$ cat src/common/nhc_pkg.sv
`default_nettype none
package nhc_pkg;
   localparam logic [7:0] CMD_READ_SETUP = 8'h00;
   localparam logic [7:0] CMD_READ_CONFIRM = 8'h30;
   localparam logic [7:0] CMD_COL_SETUP = 8'h05;
   localparam logic [7:0] CMD_COL_CONFIRM = 8'hE0;
   localparam logic [7:0] CMD_READ_ID = 8'h90;
   localparam logic [7:0] CMD_STATUS = 8'h70;
   localparam logic [7:0] ID_ADDR_DEVICE = 8'h00;
   localparam logic [7:0] ID_ADDR_SIGNATURE = 8'h20;
   localparam logic [3:0] ID_DEVICE_BYTES = 4'h5;
   localparam logic [3:0] ID_SIGNATURE_BYTES = 4'h4;
   localparam int COL_LOW_W = 8;
   localparam int COL_HIGH_W = 4;
   localparam int ROW_W = 16;
   localparam logic [3:0] BUS_HIGH_NIBBLE_LOW = 4'h0;
   localparam int CLK_PERIOD_NS = 100;
   localparam int STROBE_LOW_NS = 100;
   localparam int STROBE_HIGH_NS = 100;
   localparam int STROBE_LOW_CYC =
      (STROBE_LOW_NS + CLK_PERIOD_NS - 1) / CLK_PERIOD_NS;
   localparam int STROBE_HIGH_CYC =
      (STROBE_HIGH_NS + CLK_PERIOD_NS - 1) / CLK_PERIOD_NS;
   localparam int SYNC_STAGES = 2;
   localparam logic [3:0] OP_PAGE_READ = 4'h0;
   localparam logic [3:0] OP_COL_MOVE = 4'h1;
   localparam logic [3:0] OP_READ_BYTES = 4'h2;
   localparam logic [3:0] OP_READ_ID = 4'h3;
   localparam logic [3:0] OP_SIGNATURE = 4'h4;
   localparam logic [3:0] OP_STATUS = 4'h5;
   localparam logic [3:0] OP_FIRST_READ = 4'h6;
   typedef enum logic [2:0]
   {
      BUS_IDLE = 3'b000,
      BUS_WE_LOW = 3'b001,
      BUS_WE_HIGH = 3'b010,
      BUS_RE_LOW = 3'b011,
      BUS_RE_HIGH = 3'b100
   } nhc_bus_state_t;
endpackage : nhc_pkg
`default_nettype wire

$ cat src/common/nhc_stream_if.sv
`default_nettype none
interface nhc_stream_if;
   logic valid;
   logic ready;
   logic [7:0] data;
   modport src (output valid, output data, input ready);
   modport dst (input valid, input data, output ready);
endinterface : nhc_stream_if
`default_nettype wire

$ cat src/design/nhc_skid_buffer.sv
`default_nettype none
module nhc_skid_buffer
   import nhc_pkg::*;
#(
   parameter int DEPTH = 2
)
(
   input wire logic clk,
   input wire logic rst_n,
   nhc_stream_if.dst in_s,
   nhc_stream_if.src out_s
);
   initial
   begin
      if (DEPTH != 2)
         $error("depth must be 2");
   end
   logic [7:0] mem_reg [DEPTH];
   logic [1:0] count_reg;
   logic wr_ptr_reg;
   logic rd_ptr_reg;
   wire push = in_s.valid && in_s.ready;
   wire pop = out_s.valid && out_s.ready;
   assign in_s.ready = (count_reg != 2'h2);
   assign out_s.valid = (count_reg != 2'h0);
   assign out_s.data = mem_reg[rd_ptr_reg];
   always_ff @(posedge clk or negedge rst_n)
   begin
      if (!rst_n)
      begin
         count_reg <= 2'h0;
         wr_ptr_reg <= 1'b0;
         rd_ptr_reg <= 1'b0;
         mem_reg[0] <= 8'h00;
         mem_reg[1] <= 8'h00;
      end
      else
      begin
         if (push)
         begin
            mem_reg[wr_ptr_reg] <= in_s.data;
            wr_ptr_reg <= ~wr_ptr_reg;
         end
         if (pop)
            rd_ptr_reg <= ~rd_ptr_reg;
         count_reg <= count_reg + {1'b0, push} - {1'b0, pop};
      end
   end
   a_buf_no_overflow: assert property (@(posedge clk) disable iff (!rst_n)
      count_reg == 2'h2 |-> !in_s.ready)
      else $error("buffer accepts when full");
endmodule : nhc_skid_buffer
`default_nettype wire

$ cat src/design/nhc_bus_cycle.sv
`default_nettype none
module nhc_bus_cycle
   import nhc_pkg::*;
(
   input wire logic clk,
   input wire logic rst_n,
   input wire logic start_write,
   input wire logic start_read,
   input wire logic [7:0] wr_byte,
   input wire logic [7:0] bus_in_sync,
   output logic busy,
   output logic we_n,
   output logic re_n,
   output logic [7:0] bus_out,
   output logic bus_oe,
   output logic rd_done,
   output logic [7:0] rd_byte
);
   nhc_bus_state_t state_reg;
   logic [3:0] cnt_reg;
   logic [7:0] out_reg;
   logic [7:0] rd_reg;
   logic done_reg;
   wire cnt_zero = (cnt_reg == 4'h0);
   assign busy = (state_reg != BUS_IDLE);
   assign we_n = (state_reg != BUS_WE_LOW);
   assign re_n = (state_reg != BUS_RE_LOW);
   assign bus_oe = (state_reg == BUS_WE_LOW) || (state_reg == BUS_WE_HIGH);
   assign bus_out = out_reg;
   assign rd_done = done_reg;
   assign rd_byte = rd_reg;
   always_ff @(posedge clk or negedge rst_n)
   begin
      if (!rst_n)
      begin
         state_reg <= BUS_IDLE;
         cnt_reg <= 4'h0;
         out_reg <= 8'h00;
         rd_reg <= 8'h00;
         done_reg <= 1'b0;
      end
      else
      begin
         done_reg <= 1'b0;
         if (!cnt_zero)
            cnt_reg <= cnt_reg - 4'h1;
         unique case (state_reg)
            BUS_IDLE:
            begin
               if (start_write)
               begin
                  out_reg <= wr_byte;
                  cnt_reg <= 4'(STROBE_LOW_CYC - 1);
                  state_reg <= BUS_WE_LOW;
               end
               else if (start_read)
               begin
                  cnt_reg <= 4'(STROBE_LOW_CYC - 1);
                  state_reg <= BUS_RE_LOW;
               end
            end
            BUS_WE_LOW:
               if (cnt_zero)
               begin
                  cnt_reg <= 4'(STROBE_HIGH_CYC - 1);
                  state_reg <= BUS_WE_HIGH;
               end
            BUS_WE_HIGH:
               if (cnt_zero)
                  state_reg <= BUS_IDLE;
            BUS_RE_LOW:
               if (cnt_zero)
               begin
                  // hold capture until the byte has crossed both sync flops
                  cnt_reg <= 4'(STROBE_HIGH_CYC + SYNC_STAGES - 2);
                  state_reg <= BUS_RE_HIGH;
               end
            BUS_RE_HIGH:
               if (cnt_zero)
               begin
                  rd_reg <= bus_in_sync;
                  done_reg <= 1'b1;
                  state_reg <= BUS_IDLE;
               end
         endcase
      end
   end
endmodule : nhc_bus_cycle
`default_nettype wire

$ cat src/design/nhc_host.sv
`default_nettype none
// What this block does
// - send four address bytes: column low, column high nibble, two row bytes
// - drive upper four bus lines low in the second address cycle
// - read data only with both latch enables low, chip select low, we high
// - page read is 00h, four address cycles, then 30h; OP_FIRST_READ omits the 00h and starts at the first address cycle
// - after a status read, resend 00h before reading page data (not enforced: OP_FIRST_READ and OP_READ_BYTES send no 00h)
// - column move is 05h, two column address cycles, then E0h
// - column moves may repeat but stay within the loaded page
// - random input and output commands used only within one page
// - only codes of the defined command set are ever sent
// - id read is 90h, address 00h, then five strobed bytes
module nhc_host
   import nhc_pkg::*;
#(
   parameter int LEN_W = 12
)
(
   input wire logic clk,
   input wire logic resetn,
   input wire logic req_valid,
   output logic req_ready,
   input wire logic [3:0] req_op,
   input wire logic [11:0] req_column,
   input wire logic [15:0] req_row,
   input wire logic [LEN_W-1:0] req_len,
   output logic rsp_valid,
   input wire logic rsp_ready,
   output logic [7:0] rsp_data,
   output logic done,
   output logic ce_n,
   output logic cle,
   output logic ale,
   output logic we_n,
   output logic read_strobe_n,
   output logic write_protect_n,
   input wire logic ready_busy_n,
   input wire logic [7:0] bus_in,
   output logic [7:0] bus_out,
   output logic bus_oe
);
   initial
   begin
      if (LEN_W < 3 || LEN_W > 16)
         $error("LEN_W out of range");
   end
   typedef enum logic [2:0]
   {
      ST_IDLE = 3'b000,
      ST_SEND = 3'b001,
      ST_WAIT = 3'b010,
      ST_READ = 3'b011,
      ST_DONE = 3'b100
   } nhc_state_t;
   typedef enum logic [1:0]
   {
      K_CMD = 2'b00,
      K_ADDR = 2'b01,
      K_END = 2'b10
   } nhc_kind_t;

   logic rst_s1_reg;
   logic rst_n_reg;
   logic [7:0] bus_s1_reg;
   logic [7:0] bus_s2_reg;
   logic rb_s1_reg;
   logic rb_s2_reg;
   nhc_state_t state_reg;
   logic [3:0] op_reg;
   logic [11:0] col_reg;
   logic [15:0] row_reg;
   logic [LEN_W-1:0] left_reg;
   logic [2:0] step_reg;
   logic cle_reg;
   logic ale_reg;
   logic done_reg;
   logic rd_pending_reg;

   nhc_stream_if fill_s ();
   nhc_stream_if drain_s ();

   always_ff @(posedge clk or negedge resetn)
   begin
      if (!resetn)
      begin
         rst_s1_reg <= 1'b0;
         rst_n_reg <= 1'b0;
      end
      else
      begin
         rst_s1_reg <= 1'b1;
         rst_n_reg <= rst_s1_reg;
      end
   end

   always_ff @(posedge clk or negedge rst_n_reg)
   begin
      if (!rst_n_reg)
      begin
         bus_s1_reg <= 8'h00;
         bus_s2_reg <= 8'h00;
         rb_s1_reg <= 1'b0;
         rb_s2_reg <= 1'b0;
      end
      else
      begin
         bus_s1_reg <= bus_in;
         bus_s2_reg <= bus_s1_reg;
         rb_s1_reg <= ready_busy_n;
         rb_s2_reg <= rb_s1_reg;
      end
   end

   // byte and latch kind for each step of each operation
   function automatic logic [9:0] seq_item(input logic [3:0] op,
      input logic [2:0] step, input logic [11:0] col,
      input logic [15:0] row);
      logic [9:0] r;
      r = {K_END, 8'h00};
      unique case (op)
         OP_PAGE_READ, OP_FIRST_READ:
         begin
            logic [2:0] s;
            s = (op == OP_FIRST_READ) ? step + 3'h1 : step;
            unique case (s)
               3'h0: r = {K_CMD, CMD_READ_SETUP};
               3'h1: r = {K_ADDR, col[7:0]};
               3'h2: r = {K_ADDR, BUS_HIGH_NIBBLE_LOW, col[11:8]};
               3'h3: r = {K_ADDR, row[7:0]};
               3'h4: r = {K_ADDR, row[15:8]};
               3'h5: r = {K_CMD, CMD_READ_CONFIRM};
               default: r = {K_END, 8'h00};
            endcase
         end
         OP_COL_MOVE:
            unique case (step)
               3'h0: r = {K_CMD, CMD_COL_SETUP};
               3'h1: r = {K_ADDR, col[7:0]};
               3'h2: r = {K_ADDR, BUS_HIGH_NIBBLE_LOW, col[11:8]};
               3'h3: r = {K_CMD, CMD_COL_CONFIRM};
               default: r = {K_END, 8'h00};
            endcase
         OP_READ_ID, OP_SIGNATURE:
            unique case (step)
               3'h0: r = {K_CMD, CMD_READ_ID};
               3'h1: r = {K_ADDR, (op == OP_SIGNATURE) ?
                  ID_ADDR_SIGNATURE : ID_ADDR_DEVICE};
               default: r = {K_END, 8'h00};
            endcase
         OP_STATUS:
            r = (step == 3'h0) ? {K_CMD, CMD_STATUS} : {K_END, 8'h00};
         default: r = {K_END, 8'h00};
      endcase
      return r;
   endfunction : seq_item

   wire [9:0] item = seq_item(op_reg, step_reg, col_reg, row_reg);
   wire [1:0] item_kind = item[9:8];
   wire [7:0] item_byte = item[7:0];
   wire op_known = (req_op <= OP_FIRST_READ);
   wire cyc_busy;
   wire cyc_done;
   wire [7:0] cyc_byte;
   wire start_write = (state_reg == ST_SEND) && !cyc_busy &&
      (item_kind != K_END);
   wire start_read = (state_reg == ST_READ) && !cyc_busy &&
      !rd_pending_reg && (left_reg != '0) && fill_s.ready;
   wire [LEN_W-1:0] id_len = (req_op == OP_SIGNATURE) ?
      LEN_W'(ID_SIGNATURE_BYTES) : LEN_W'(ID_DEVICE_BYTES);

   nhc_bus_cycle u_cycle
   (
      .clk(clk),
      .rst_n(rst_n_reg),
      .start_write(start_write),
      .start_read(start_read),
      .wr_byte(item_byte),
      .bus_in_sync(bus_s2_reg),
      .busy(cyc_busy),
      .we_n(we_n),
      .re_n(read_strobe_n),
      .bus_out(bus_out),
      .bus_oe(bus_oe),
      .rd_done(cyc_done),
      .rd_byte(cyc_byte)
   );

   assign fill_s.valid = cyc_done;
   assign fill_s.data = cyc_byte;
   nhc_skid_buffer #(.DEPTH(2)) u_buf
   (
      .clk(clk),
      .rst_n(rst_n_reg),
      .in_s(fill_s),
      .out_s(drain_s)
   );
   assign rsp_valid = drain_s.valid;
   assign rsp_data = drain_s.data;
   assign drain_s.ready = rsp_ready;

   assign req_ready = (state_reg == ST_IDLE);
   assign ce_n = 1'b0;
   assign cle = cle_reg;
   assign ale = ale_reg;
   assign write_protect_n = 1'b0;
   assign done = done_reg;

   always_ff @(posedge clk or negedge rst_n_reg)
   begin
      if (!rst_n_reg)
      begin
         state_reg <= ST_IDLE;
         op_reg <= OP_PAGE_READ;
         col_reg <= 12'h000;
         row_reg <= 16'h0000;
         left_reg <= '0;
         step_reg <= 3'h0;
         cle_reg <= 1'b0;
         ale_reg <= 1'b0;
         done_reg <= 1'b0;
         rd_pending_reg <= 1'b0;
      end
      else
      begin
         done_reg <= 1'b0;
         if (start_read)
            rd_pending_reg <= 1'b1;
         else if (cyc_done)
            rd_pending_reg <= 1'b0;
         unique case (state_reg)
            ST_IDLE:
               if (req_valid && op_known)
               begin
                  op_reg <= req_op;
                  col_reg <= req_column;
                  row_reg <= req_row;
                  step_reg <= 3'h0;
                  left_reg <= (req_op == OP_READ_ID ||
                     req_op == OP_SIGNATURE) ? id_len : req_len;
                  state_reg <= (req_op == OP_READ_BYTES) ? ST_READ : ST_SEND;
               end
            ST_SEND:
               if (start_write)
               begin
                  cle_reg <= (item_kind == K_CMD);
                  ale_reg <= (item_kind == K_ADDR);
                  step_reg <= step_reg + 3'h1;
               end
               else if (!cyc_busy && item_kind == K_END)
               begin
                  cle_reg <= 1'b0;
                  ale_reg <= 1'b0;
                  if (op_reg == OP_PAGE_READ || op_reg == OP_FIRST_READ)
                     state_reg <= ST_WAIT;
                  else if (op_reg == OP_STATUS || op_reg == OP_COL_MOVE)
                     state_reg <= ST_READ;
                  else
                     state_reg <= ST_READ;
               end
            ST_WAIT:
               if (rb_s2_reg)
                  state_reg <= ST_READ;
            ST_READ:
            begin
               if (start_read)
                  left_reg <= left_reg - LEN_W'(1);
               if (left_reg == '0 && !cyc_busy && !rd_pending_reg)
                  state_reg <= ST_DONE;
            end
            ST_DONE:
            begin
               done_reg <= 1'b1;
               state_reg <= ST_IDLE;
            end
            default:
               state_reg <= ST_IDLE;
         endcase
      end
   end

   a_addr_nibble_low: assert property (@(posedge clk) disable iff (!rst_n_reg)
      start_write && item_kind == K_ADDR && step_reg == 3'h2 &&
      op_reg == OP_COL_MOVE |-> item_byte[7:4] == 4'h0)
      else $error("high nibble not low in second address cycle");
   a_read_latch_low: assert property (@(posedge clk) disable iff (!rst_n_reg)
      !read_strobe_n |-> !cle && !ale && we_n)
      else $error("read strobe with latch enable or write strobe");
   a_wait_ready: assert property (@(posedge clk) disable iff (!rst_n_reg)
      state_reg == ST_WAIT && !rb_s2_reg |=> state_reg == ST_WAIT)
      else $error("left wait while busy");
   a_cmd_latch: assert property (@(posedge clk) disable iff (!rst_n_reg)
      $rose(we_n) |-> !(cle && ale))
      else $error("both latch enables high at strobe rise");
   a_write_oe: assert property (@(posedge clk) disable iff (!rst_n_reg)
      !we_n |-> bus_oe)
      else $error("write strobe without bus drive");
   a_no_overread: assert property (@(posedge clk) disable iff (!rst_n_reg)
      $fell(read_strobe_n) |-> $past(left_reg) != '0)
      else $error("strobe beyond requested length");
   a_first_cmd: assert property (@(posedge clk) disable iff (!rst_n_reg)
      start_write && step_reg == 3'h0 && op_reg == OP_PAGE_READ
      |-> item_byte == CMD_READ_SETUP)
      else $error("page read not opened with setup byte");
   a_oe_off_read: assert property (@(posedge clk) disable iff (!rst_n_reg)
      !read_strobe_n |-> !bus_oe)
      else $error("bus driven during read strobe");
   c_page_read: cover property (@(posedge clk) disable iff (!rst_n_reg)
      state_reg == ST_WAIT ##[1:300] state_reg == ST_READ);
   c_id_read: cover property (@(posedge clk) disable iff (!rst_n_reg)
      op_reg == OP_READ_ID && done_reg);
   c_stall: cover property (@(posedge clk) disable iff (!rst_n_reg)
      rsp_valid && !rsp_ready && !fill_s.ready);
endmodule : nhc_host
`default_nettype wire

$ cat config.mk
export PLATFORM = sky130hd
export DESIGN_NAME = nhc_host
export DESIGN_NICKNAME = d
export VERILOG_FILES = /design/src/common/nhc_pkg.sv /design/src/common/nhc_stream_if.sv /design/src/design/nhc_skid_buffer.sv /design/src/design/nhc_bus_cycle.sv /design/src/design/nhc_host.sv
export SDC_FILE = /design/constraint.sdc
export NUM_CORES = 1
export LEC_CHECK = 0
export BUFFER_PORTS_ARGS = -buffer_cell sky130_fd_sc_hd__buf_2
export CORE_MARGIN = 8
export CORE_UTILIZATION = 45
export CTS_BUF_LIST = sky130_fd_sc_hd__clkbuf_8
export DETAILED_ROUTE_END_ITERATION = 8
export PLACE_DENSITY = 0.65
export SYNTH_ARGS = -nofsm -noshare
export SYNTH_HDL_FRONTEND = slang
export SYNTH_SLANG_ARGS = --single-unit
$ cat constraint.sdc
create_clock -name clk -period 4.9 [get_ports clk]
set_clock_uncertainty 0.15 [all_clocks]
set_input_delay 0.245 -clock clk [delete_from_list [all_inputs] [get_ports clk]]
set_output_delay 0.245 -clock clk [all_outputs]
set_load 0.02 [all_outputs]
**Word-level counts from Yosys, hierarchy flattened**

Cells that the tools add are included.
Widths: inputs -> output; s select.

- Output and inout port bits: 26
- Flip-flop bits (word level): 118
- Logic and storage cells: 173

- Bitwise logic cells: 4
- Add/sub/neg operators: 5
- $lt $le $gt $ge: 4
- Mux-type cells: 49
- Eq/ne operators: 41
- Reduce and logical (&&, ||, !) cells: 44

Operators with widths:

| cell | number |
|---|---|
| $pmux 10 s4 | 2 |
| $pmux 10 s6 | 1 |
| $mux 3 | 13 |
| $mux 12 | 3 |
| $mux 8 | 4 |
| $eq 3x2->1 const B | 8 |
| $pmux 12 s2 | 1 |
| $pmux 3 s4 | 2 |
| $mux 4 | 5 |
| $pmux 10 s2 | 1 |
| $bwmux 16 | 1 |
| $eq 4x3->1 const B | 4 |
| $logic_and 1x1->1 | 13 |
| $eq 3x1->1 const B | 4 |
| $eq 3x3->1 const B | 4 |
| $eq 4x2->1 const B | 3 |
| $logic_not 12->1 | 1 |
| $logic_not 3->1 | 4 |
| $ne 2x1->1 const B | 6 |
| $ne 2x2->1 const B | 6 |
| $pmux 4 s3 | 1 |
| $reduce_bool 12->1 | 1 |
| $sub 12x1->12 const B | 1 |
| $mux 1 | 10 |
| 31 further kinds | 48 |

**Logic depth before layout (Yosys ltp)**

Gate-level depths: netlist of run 1.

- Word-level depth: 10
- Mapped depth: 10

**Modules after synthesis**

A second synthesis of run 1 with hierarchy kept.

- Cell total of the unflattened synthesis: 522
- Area total of the unflattened synthesis: 5929.4 µm²

By module, submodules not included:

| module | cells each | instances | area an instance (µm²) |
|---|---|---|---|
| nhc_host | 379 | 1 | 3886.2 |
| nhc_bus_cycle | 83 | 1 | 1071.0 |
| nhc_skid_buffer | 60 | 1 | 972.2 |

**Least setup slack after synthesis of run 1**

OpenSTA, ideal clock, no wires.

- Path kind: reg-to-reg
- Start: reg step_reg[0]
- End: reg u_cycle.out_reg[0] (netlist: u_cycle.bus_out[0])
- Arrival time: 2398 ps
- Slack: 2227 ps
- Cell stages (with the launch flop): 10
- Cells stage by stage: dfrtp_1 -> ha_1 -> ha_1 -> clkbuf_1 -> nand2b_1 -> mux2_4 -> nor2_2 -> or3_4 -> a21oi_4 -> mux2_2

- Cells in the longest elaborated chain, start to end: 8

Ends and longest elaborated chain:

| element | RTL line | RTL |
|---|---|---|
| start: declaration | nhc_host.sv:73 | `logic [2:0] step_reg;` |
| start signal: assignment | nhc_host.sv:247 | `step_reg <= step_reg + 3'h1;` |
| $add 3x1->3 | nhc_host.sv:124 | `s = (op == OP_FIRST_READ) ? step + 3'h1 : step;` |
| $mux 3 | nhc_host.sv:124 |  |
| $eq 3x3->1 (tied with other cells) | nhc_host.sv:125 | `unique case (s)` |
| $pmux 10 s6 | nhc_host.sv:125 |  |
| $pmux 10 s4 (*) | nhc_host.sv:120 | `unique case (op)` |
| $ne 2x2->1 | nhc_host.sv:165 | `(item_kind != K_END);` |
| $logic_and 1x1->1 | nhc_host.sv:164 | `wire start_write = (state_reg == ST_SEND) && !cyc_busy &&` |
| $reduce_and 2->1 (no source line) | n/a |  |
| end signal: assignment | nhc_bus_cycle.sv:52 | `out_reg <= wr_byte;` |
| end: declaration | nhc_bus_cycle.sv:21 | `logic [7:0] out_reg;` |

Every way passes the cells marked *; elsewhere a longest branch is shown, timed or not.
A chain may end at the register's enable or synchronous reset.

**Worst setup path after layout of run 1**

- Start: reg step_reg[1]
- End: reg u_cycle.out_reg[4] (netlist: u_cycle.bus_out[4])

The elaborated chain is that of the path after synthesis.

==> impl_metrics.tcl, run 1 <==
set metrics [dict create \
    dp_hpwl_um 9726 \
    fmax_mhz 304.5 \
    p_total_mw 4.453 \
    n_antenna_cell 0 \
    cts_root_buffer "clkbuf_8" \
    crit_path_start_kind "register" \
    r2r_cells 8 \
    fillers 1077 \
    reg2reg_setup_slack_ns 1.62 \
    synth_cell_types 65 \
    drtPass1Iterations 6 \
    worstMarginPinSlew_ns 0.9877 \
    crit_arrival_ns 3.45 \
    coreArea_mm2 0.01267 \
    cts_resized 0 \
    ys_async_sr_fraction 1.000 \
    setup_violations 0 \
    status "finished, final reports clean" \
    vias 4654 \
    synthAdderAreaFrac 0.02351 \
    finalSetupTns_ns 0 \
    overflow 0 \
    grt_pass1_vias 4793 \
    dieWidth_um 130.1 \
    slew_headroom 0.3416 \
    grt_antenna_before_repair 0 \
    slowest_stage "dfrtp_1" \
    finalCritPeriodShare 0.6702 \
    fin_nets 737 \
    syn_to_final_growth_pct 24.13 \
    crit_family "flip-flops" \
    yosysWarnings 0 \
    cts.sinks 118 \
    final_common_cell "dfrtp_1" \
    routed_wl_um 14220 \
    drv_cap 0 \
    cts_buffers 17 \
    io_pins 83 \
    grt_pass1_wl_um 23490 \
    rsz0062_at_grt "false" \
    yosys.area_share.simple 0.1336 \
    layout-drive-gt1-share 0.2790 \
    critPathMaxStageDelay_ns 0.77 \
    whs_endpoint "left_reg[2]" \
    synthMuxAreaShare 0.1468 \
    drc 0 \
    port_buffers 80 \
    ys_seq_area_frac 0.5044 \
    drtAntennaViolNets 0 \
    wl_per_cell_um 16.67 \
    critPathBufInv 1 \
    initial_core_util 0.4620 \
    fin_ws_ns 1.616 \
    h-tree-depth 4 \
    multiInputGateArea_mm2 0.002664 \
    gp_congestion 0.9457 \
    synth_edf_count 0 \
    holdCritStartpoint "req_len[2]" \
    syn-cell-area_mm2 0.005854 \
    path_clk_slew_ns 0.07 \
    crit_path_end_kind "register" \
    grt_max_degree 80 \
    hp-class "input port to register" \
    synth_top_cell_by_area "dfrtp_1" \
    yosys.area.top_type_share 0.5044 \
    report.final.slew_viol_count 0 \
    synth_top_family_by_area "multiplexers" \
    worstPathMaxFanout 19 \
    synth_area_leaders "dfrtp_1, mux2_2, nand2_1" \
    die-height_um 130.1 \
    final_cell_mix "dfrtp_1, buf_2, mux2_2" \
    clock_latency_ns 0.43 \
    critical_path_required_ns 5.06 \
    clockBufferDepth 2 \
    via_per_inst 5.456 \
    whs_path_depth 4 \
    vdd_ir_drop_max_uv 377.2 \
    track_usage 0.1780 \
    yosys.area_share.xor_xnor 0.01197 \
    r2r_start "step_reg[1]" \
    crit_type "register to register" \
    p_leak_nw 3.385 \
    synth-seq-cells 118 \
    place_ws_ns 1.636 \
    timing.rr.end "u_cycle.bus_out[4]" \
    cts_tree "done" \
    rows 41 \
    crit_chain "inv_1 > ha_1 > nand2b_1 > mux2_4 > nor2_2 > or3_4 > a21oi_4 > mux2_2" \
    syn_avg_cell_area_um2 10.70 \
    hold_viol_final 0 \
    fin_crit_ns 3.284 \
    netlist_instances 547 \
    drtIter0Drc 281 \
    synth_ff_type "dfrtp_1" \
    hold_slack_ns 0.08843 \
    die_area_mm2 0.01692 \
    synth-compound-area-share 0.1372 \
    regArea_mm2 0.002957 \
    powerDensity_mw_per_mm2 612.8 \
]
tightest hold or removal path, delay by kind of cell:
kind            cells  cell delay (ns)
buf+inv             2             0.14
compound gates      2             0.24
layout make-up:
class	instances	area share
multi-input combinational	374	0.3666
timing repair buffer	135	0.1302
clock inverter	12	0.01894
inverter	23	0.01188
clock buffer	19	0.03598
tap	172	0.02961
sequential	118	0.4069
Yosys cell counts, types with 3 or more instances:
cell / n
a211oi_1: 4
a21oi_1: 21
a221o_1: 3
a22oi_1: 9
a31oi_1: 4
a32oi_1: 6
and2_1: 3
and3_1: 7
buf_2: 12
clkbuf_1: 16
dfrtp_1: 118
ha_1: 11
inv_1: 22
mux2_2: 67
mux2i_1: 9
nand2_1: 45
nand2b_1: 9
nand3_1: 13
nand3b_1: 4
nor2_1: 38
nor2b_1: 4
nor3_1: 14
nor3b_1: 6
o21ai_0: 28
o21ai_1: 3
o22a_1: 3
o22ai_1: 5
o31ai_1: 5
or2_2: 3
or3_1: 3
xnor2_1: 6
logic make-up (layout without fill, tap and decap cells):
| family | Yosys count | after routing |
|---|---|---|
| and+or+nand+nor | 158 | 158 |
| xor gates and xnor gates | 8 | 8 |
| adders and majority gates | 11 | 11 |
| DFF | 118 | 118 |
| other | 2 | 3 |
| AOI/OAI and AO/OA | 117 | 117 |
| muxes | 77 | 77 |
| buffers and inverters | 56 | 189 |
timing repair:
action | in CTS | in global routing
setup buffers | 0 | 0
endpoints found under the hold margin | 53 | 0
hold buffers | 53 | 0
worst max-delay path by stage:
stage                      from                 end  slack [ns]  cells after the start
finish              step_reg[1]  u_cycle.bus_out[4]        1.62                      8
global route        step_reg[0]         step_reg[0]        1.41                      8
CTS                 step_reg[0]  u_cycle.bus_out[4]        1.63                      8
detailed placement  step_reg[0]  u_cycle.bus_out[1]        1.64                      8
global placement    step_reg[0]  u_cycle.bus_out[2]        1.73                      8
floorplan             rst_n_reg                 ale        1.22                      0
metrics by stage:
step,std cells,instance area [um^2],utilization
3_3_place_gp,769,6337,0.5001
3_5_place_dp,769,6337,0.5001
5_1_grt,853,7267,0.5735
4_1_cts,853,7267,0.5735
2_1_floorplan,548,5858,-
6_report,853,7267,0.5735
power breakdown:
group | internal, mW | total, mW | switching, mW
combinational | 0.852 | 1.85 | 1.00
sequential | 1.33 | 1.71 | 0.374
clock | 0.518 | 0.891 | 0.373
metal layers:
metal | up-vias | track usage | wire, um
li1 | 2207 | - | -
met1 | 2275 | 0.2122 | 6098
met2 | 148 | 0.2937 | 7058
met3 | 24 | 0.05630 | 784
met4 | 0 | 0.07036 | 278
met5 | - | 0 | 0
No activity file was read; power rests on OpenSTA's default activity.
==> inputs of run 2 (changes only) <==
- PLACE_DENSITY: 0.65 -> 0.68
- clock period: 4.9 -> 2.98 ns (I/O delays scaled with it)
==> run 2 against run 1 <==
  * Worst hold slack worse by 0.013 ns
  * Largest cell class unchanged
  * Count of clock-buffer cells in the layout shrank 1
  * Highest routed layer unchanged
  * Combinational power increased by 75%
  * Maximum frequency increased by 23%
  * First-iteration DRC count down 1.8%
  * Setup slack got worse by 1.3 ns
  * Via count is 0.69% lower
  * Clock power grew 49%
  * Global-route usage rose by 0.44 points
  * Cell count increased by 1.8%
  * Cell area increased by 1.2%
  * Routed wire length up 0.15%
==> impl_metrics.tcl, run 2 (same netlist as run 1, synthesis figures left out) <==
set metrics [dict create \
    finalInstanceArea_mm2 0.007353 \
    grt_max_degree 58 \
    track_usage 0.1824 \
    p_leak_nw 3.423 \
    placed_area_mm2 0.006455 \
    fin_ws_ns 0.3154 \
    status "finished, final reports clean" \
    fillers 1062 \
    syn_to_final_growth_pct 25.60 \
    cts_root_buffer "clkbuf_8" \
    drv_cap 0 \
    wl_per_cell_um 16.41 \
    critical_path_required_ns 3.14 \
    finalSetupTns_ns 0 \
    worstMarginPinSlew_ns 0.8920 \
    dp_hpwl_um 9983 \
    drtIter0Drc 276 \
    routed_wl_um 14240 \
    overflow 0 \
    layout-drive-gt1-share 0.2960 \
    crit_arrival_ns 2.83 \
    fin_crit_ns 2.665 \
    crit_path_end_kind "register" \
    setup_violations 0 \
    postCtsSetupBuffers 0 \
    rows 41 \
    io_pins 83 \
    rsz0062_at_grt "false" \
    place_ws_ns 0.3162 \
    crit_type "register to register" \
    clockBufferDepth 2 \
    slowest_stage "dfrtp_1" \
    cts_buffers 17 \
    grt_pass1_wl_um 24250 \
    hold_slack_ns 0.07501 \
    crit_family "simple AND/OR/NAND/NOR gates" \
    drtPass1Iterations 4 \
    die_area_mm2 0.01692 \
    fin_nets 752 \
    vdd_ir_drop_max_uv 576.6 \
    report.final.slew_viol_count 0 \
    vias 4622 \
    port_buffers 80 \
    crit_path_frequent_cell "ha_1" \
    grt_antenna_before_repair 0 \
    hold_viol_final 0 \
    dieWidth_um 130.1 \
    clock_latency_ns 0.43 \
    path_clk_slew_ns 0.07 \
    dpl.cell_count 783 \
    hp-class "input port to register" \
    crit_path_start_kind "register" \
    cts_tree "done" \
    gp_congestion 0.8870 \
    slew_headroom 0.4053 \
    fmax_mhz 375.3 \
    critPathBufInv 0 \
    n_antenna_cell 0 \
    cts_resized 0 \
    drtAntennaViolNets 0 \
    powerDensity_mw_per_mm2 991.6 \
    worstPathMaxFanout 8 \
    final_cell_mix "dfrtp_1, buf_2, mux2_2" \
    initial_core_util 0.4620 \
    h-tree-depth 4 \
    coreArea_mm2 0.01267 \
    die-height_um 130.1 \
    crit_chain "ha_1 > ha_1 > nand2b_1 > mux2_4 > nor2_2 > or3_4 > a21oi_4 > mux2_2" \
    grt_pass1_vias 4829 \
    drc 0 \
    final_cells 868 \
    via_per_inst 5.325 \
    finalCritPeriodShare 0.8942 \
    cts.sinks 118 \
    critPathMaxStageDelay_ns 0.45 \
    final_common_cell "dfrtp_1" \
]
==> run 2: metrics by stage <==
step,util,power [mW]
after floorplan,-,5.029
after global placement,0.5094,5.821
after detailed placement,0.5094,5.935
after CTS,0.5803,7.340
after global routing,0.5803,7.865
final,0.5803,7.292
==> run 2: final timing paths <==
| check | from | to | slack (ns) | cells past startpoint |
|---|---|---|---|---|
| worst max-delay path | step_reg[0] | u_cycle.bus_out[1] | 0.32 | 8 |
| worst min-delay path | req_len[0] | left_reg[0] | 0.08 | 4 |
| worst max register to register | step_reg[0] | u_cycle.bus_out[1] | 0.32 | 8 |
| worst min register to register | bus_s1_reg[7] | bus_s2_reg[7] | 0.20 | 0 |
| max in group asynchronous | rst_n_reg | row_reg[4] | 1.68 | 1 |
| min in group asynchronous | rst_n_reg | bus_s2_reg[1] | 0.26 | 0 |
==> run 2: where the power goes <==
part | internal (mW) | switching (mW)
logic | 1.49 | 1.74
registers | 2.19 | 0.536
clock network | 0.670 | 0.660
total | 4.36 | 2.93
==> run 2: per-layer routing <==
metal | vias up | wire length (um) | global-route usage
met4 | 0 | 207 | 0.05328
met5 | - | 0 | 0
met3 | 17 | 699 | 0.05712
met2 | 114 | 6942 | 0.2995
met1 | 2251 | 6391 | 0.2260
li1 | 2240 | - | -
==> run 2: layout make-up <==
type                            instances  area (um^2)  area share
Clock buffer                           18        247.7     0.03369
Sequential cell                       118         2957      0.4021
Tap cell                              172        215.2     0.02927
Inverter                               23        86.33     0.01174
Clock inverter                         13        110.1     0.01497
Timing Repair Buffer                  150         1074      0.1460
Multi-Input combinational cell        374         2664      0.3623
==> run 2: worst register-to-register path: stages (launching register included) <==
cell,delay [ns]
dfrtp_1,0.45
ha_1,0.23
ha_1,0.31
nand2b_1,0.12
mux2_4,0.16
nor2_2,0.04
or3_4,0.42
a21oi_4,0.29
mux2_2,0.39
==> run 2: repair_timing <==
action,in CTS,in global routing
setup endpoints to repair,0,0
hold buffers,54,0
endpoints found under the hold margin,54,0
==> inputs of run 3 (changes only) <==
- SLEW_MARGIN: default -> 40
- clock period: 2.98 -> 2.2 ns (I/O delays scaled with it)
==> run 3 against run 2 <==
  * The flow now finishes with violations (setup timing)
  * Utilization increased by 5.3 points
  * Worst hold slack improved by 0.010 ns
  * Die area did not move
  * Maximum frequency increased by 9.7%
  * Routed wire length grew 6.7%
  * Sequential power is 34% higher
  * Via count up 7.9%
  * Clock power up 44%
  * Non-clock buffer count rose by 58
  * Cell count increased by 6.8%
  * Count of clock-buffer cells in the layout decreased by 1
  * Critical endpoint is now u_cycle.bus_out[2]
  * Largest cell class unchanged
==> impl_metrics.tcl, run 3 (same netlist as run 1, synthesis figures left out) <==
set metrics [dict create \
    placed_area_mm2 0.006909 \
    rows 41 \
    violations "setup timing" \
    crit_arrival_ns 2.61 \
    grt_max_degree 46 \
    reg2reg_setup_slack_ns -0.23 \
    initial_core_util 0.4620 \
    rsz0062_at_grt "true" \
    finalInstanceArea_mm2 0.008026 \
    gp_congestion 0.8709 \
    worstMarginPinSlew_ns 0.5444 \
    grt_pass1_wl_um 25770 \
    p_leak_nw 3.767 \
    critPathMaxStageDelay_ns 0.45 \
    die_area_mm2 0.01692 \
    crit_path_start_kind "register" \
    worstPathMaxFanout 8 \
    path_clk_slew_ns 0.09 \
    routed_wl_um 15190 \
    drtPass1Iterations 4 \
    fmax_mhz 411.7 \
    timing.rr.end "u_cycle.bus_out[2]" \
    crit_family "simple AND/OR/NAND/NOR gates" \
    crit_type "register to register" \
    clockBufferDepth 2 \
    grt_pass1_vias 5283 \
    hold_viol_final 0 \
    clock_latency_ns 0.46 \
    via_per_inst 5.380 \
    critical_path_required_ns 2.38 \
    status "finished, violations left" \
    drtIter0Drc 254 \
    io_pins 83 \
    r2r_cells 9 \
    setup_violations 17 \
    port_buffers 80 \
    dp_hpwl_um 11160 \
    slew_headroom 0.6370 \
    fin_crit_ns 2.429 \
    crit_chain "ha_4 > ha_4 > nand2b_4 > mux2_4 > nor2_2 > or3_4 > a21oi_4 > buf_12 > mux2_4" \
    fillers 997 \
    critPathBufInv 1 \
    cts_buffers 17 \
    fin_ws_ns -0.2291 \
    slowest_stage "dfrtp_2" \
    hold_slack_ns 0.08498 \
    vdd_ir_drop_max_uv 641.7 \
    final_cell_mix "dfrtp_1, buf_2, buf_4" \
    drtAntennaViolNets 0 \
    crit_path_end_kind "register" \
    track_usage 0.1941 \
    place_ws_ns -0.3310 \
    grt_antenna_before_repair 0 \
    vias 4987 \
    wl_per_cell_um 16.39 \
    final_common_cell "dfrtp_1" \
    powerDensity_mw_per_mm2 1410 \
    holdCritStartpoint "req_valid" \
    r2r_start "step_reg[0]" \
    drv_cap 0 \
    dieWidth_um 130.1 \
    cts.sinks 118 \
    fin_nets 810 \
    whs_path_depth 5 \
    whs_endpoint "state_reg[1]" \
    n_antenna_cell 0 \
    report.final.slew_viol_count 0 \
    h-tree-depth 4 \
    p_total_mw 11.31 \
    syn_to_final_growth_pct 37.10 \
    die-height_um 130.1 \
    drc 0 \
    overflow 0 \
    cts_tree "done" \
    finalCritPeriodShare 1.104 \
    cts_root_buffer "clkbuf_8" \
    coreArea_mm2 0.01267 \
    layout-drive-gt1-share 0.3788 \
    hp-class "input port to register" \
]
run 3: report_power, final:
part	internal [mW]	total, mW	switching [mW]	leakage, nW
combinational	2.94	5.73	2.79	2.13
clock	0.917	1.91	0.993	0.183
sequential	2.98	3.67	0.690	1.45
run 3: cell type report:
type	instances	area, um^2	area share
Timing Repair Buffer	208	1563	0.1947
Sequential cell	118	2962	0.3690
Tap cell	172	215.2	0.02681
Multi-Input combinational cell	374	2815	0.3507
Inverter	23	88.84	0.01107
Clock inverter	15	148.9	0.01855
Clock buffer	17	234.0	0.02915
run 3: timing repair:
action	CTS	global route
hold buffers	56	0
pin swaps	3	1
endpoints found under the hold margin	56	0
resized for setup	9	22
setup buffers	3	1
setup endpoints to repair	16	20
run 3: worst max path at each step:
stage | start | to | depth (start not counted)
4_1_cts | step_reg[0] | u_cycle.bus_out[2] | 9
2_1_floorplan | step_reg[0] | u_cycle.bus_out[1] | 9
3_5_place_dp | step_reg[0] | u_cycle.bus_out[2] | 8
3_3_place_gp | step_reg[0] | u_cycle.bus_out[2] | 8
6_report | step_reg[0] | u_cycle.bus_out[2] | 9
5_1_grt | step_reg[0] | u_cycle.bus_out[2] | 9
run 3: routing by layer:
layer,vias up,routed length (um),global-route usage
met1,2455,6760,0.2402
met4,0,306,0.07719
li1,2354,-,-
met5,-,0,0
met2,147,7233,0.3144
met3,31,894,0.05508
run 3: metrics by stage:
step           instances  TNS (ns)    util
2_1_floorplan        548    -3.341       -
3_3_place_gp         835    -3.322  0.5453
3_5_place_dp         835    -4.235  0.5453
4_1_cts              926    -3.081  0.6257
5_1_grt              927    -4.130  0.6335
6_report             927    -2.857  0.6335
run 3: tightest hold or removal path: stages:
cell     delay [ns]
buf_2          0.11
nor2_1         0.08
nor4_1         0.05
o22ai_1        0.18
o31ai_1        0.10
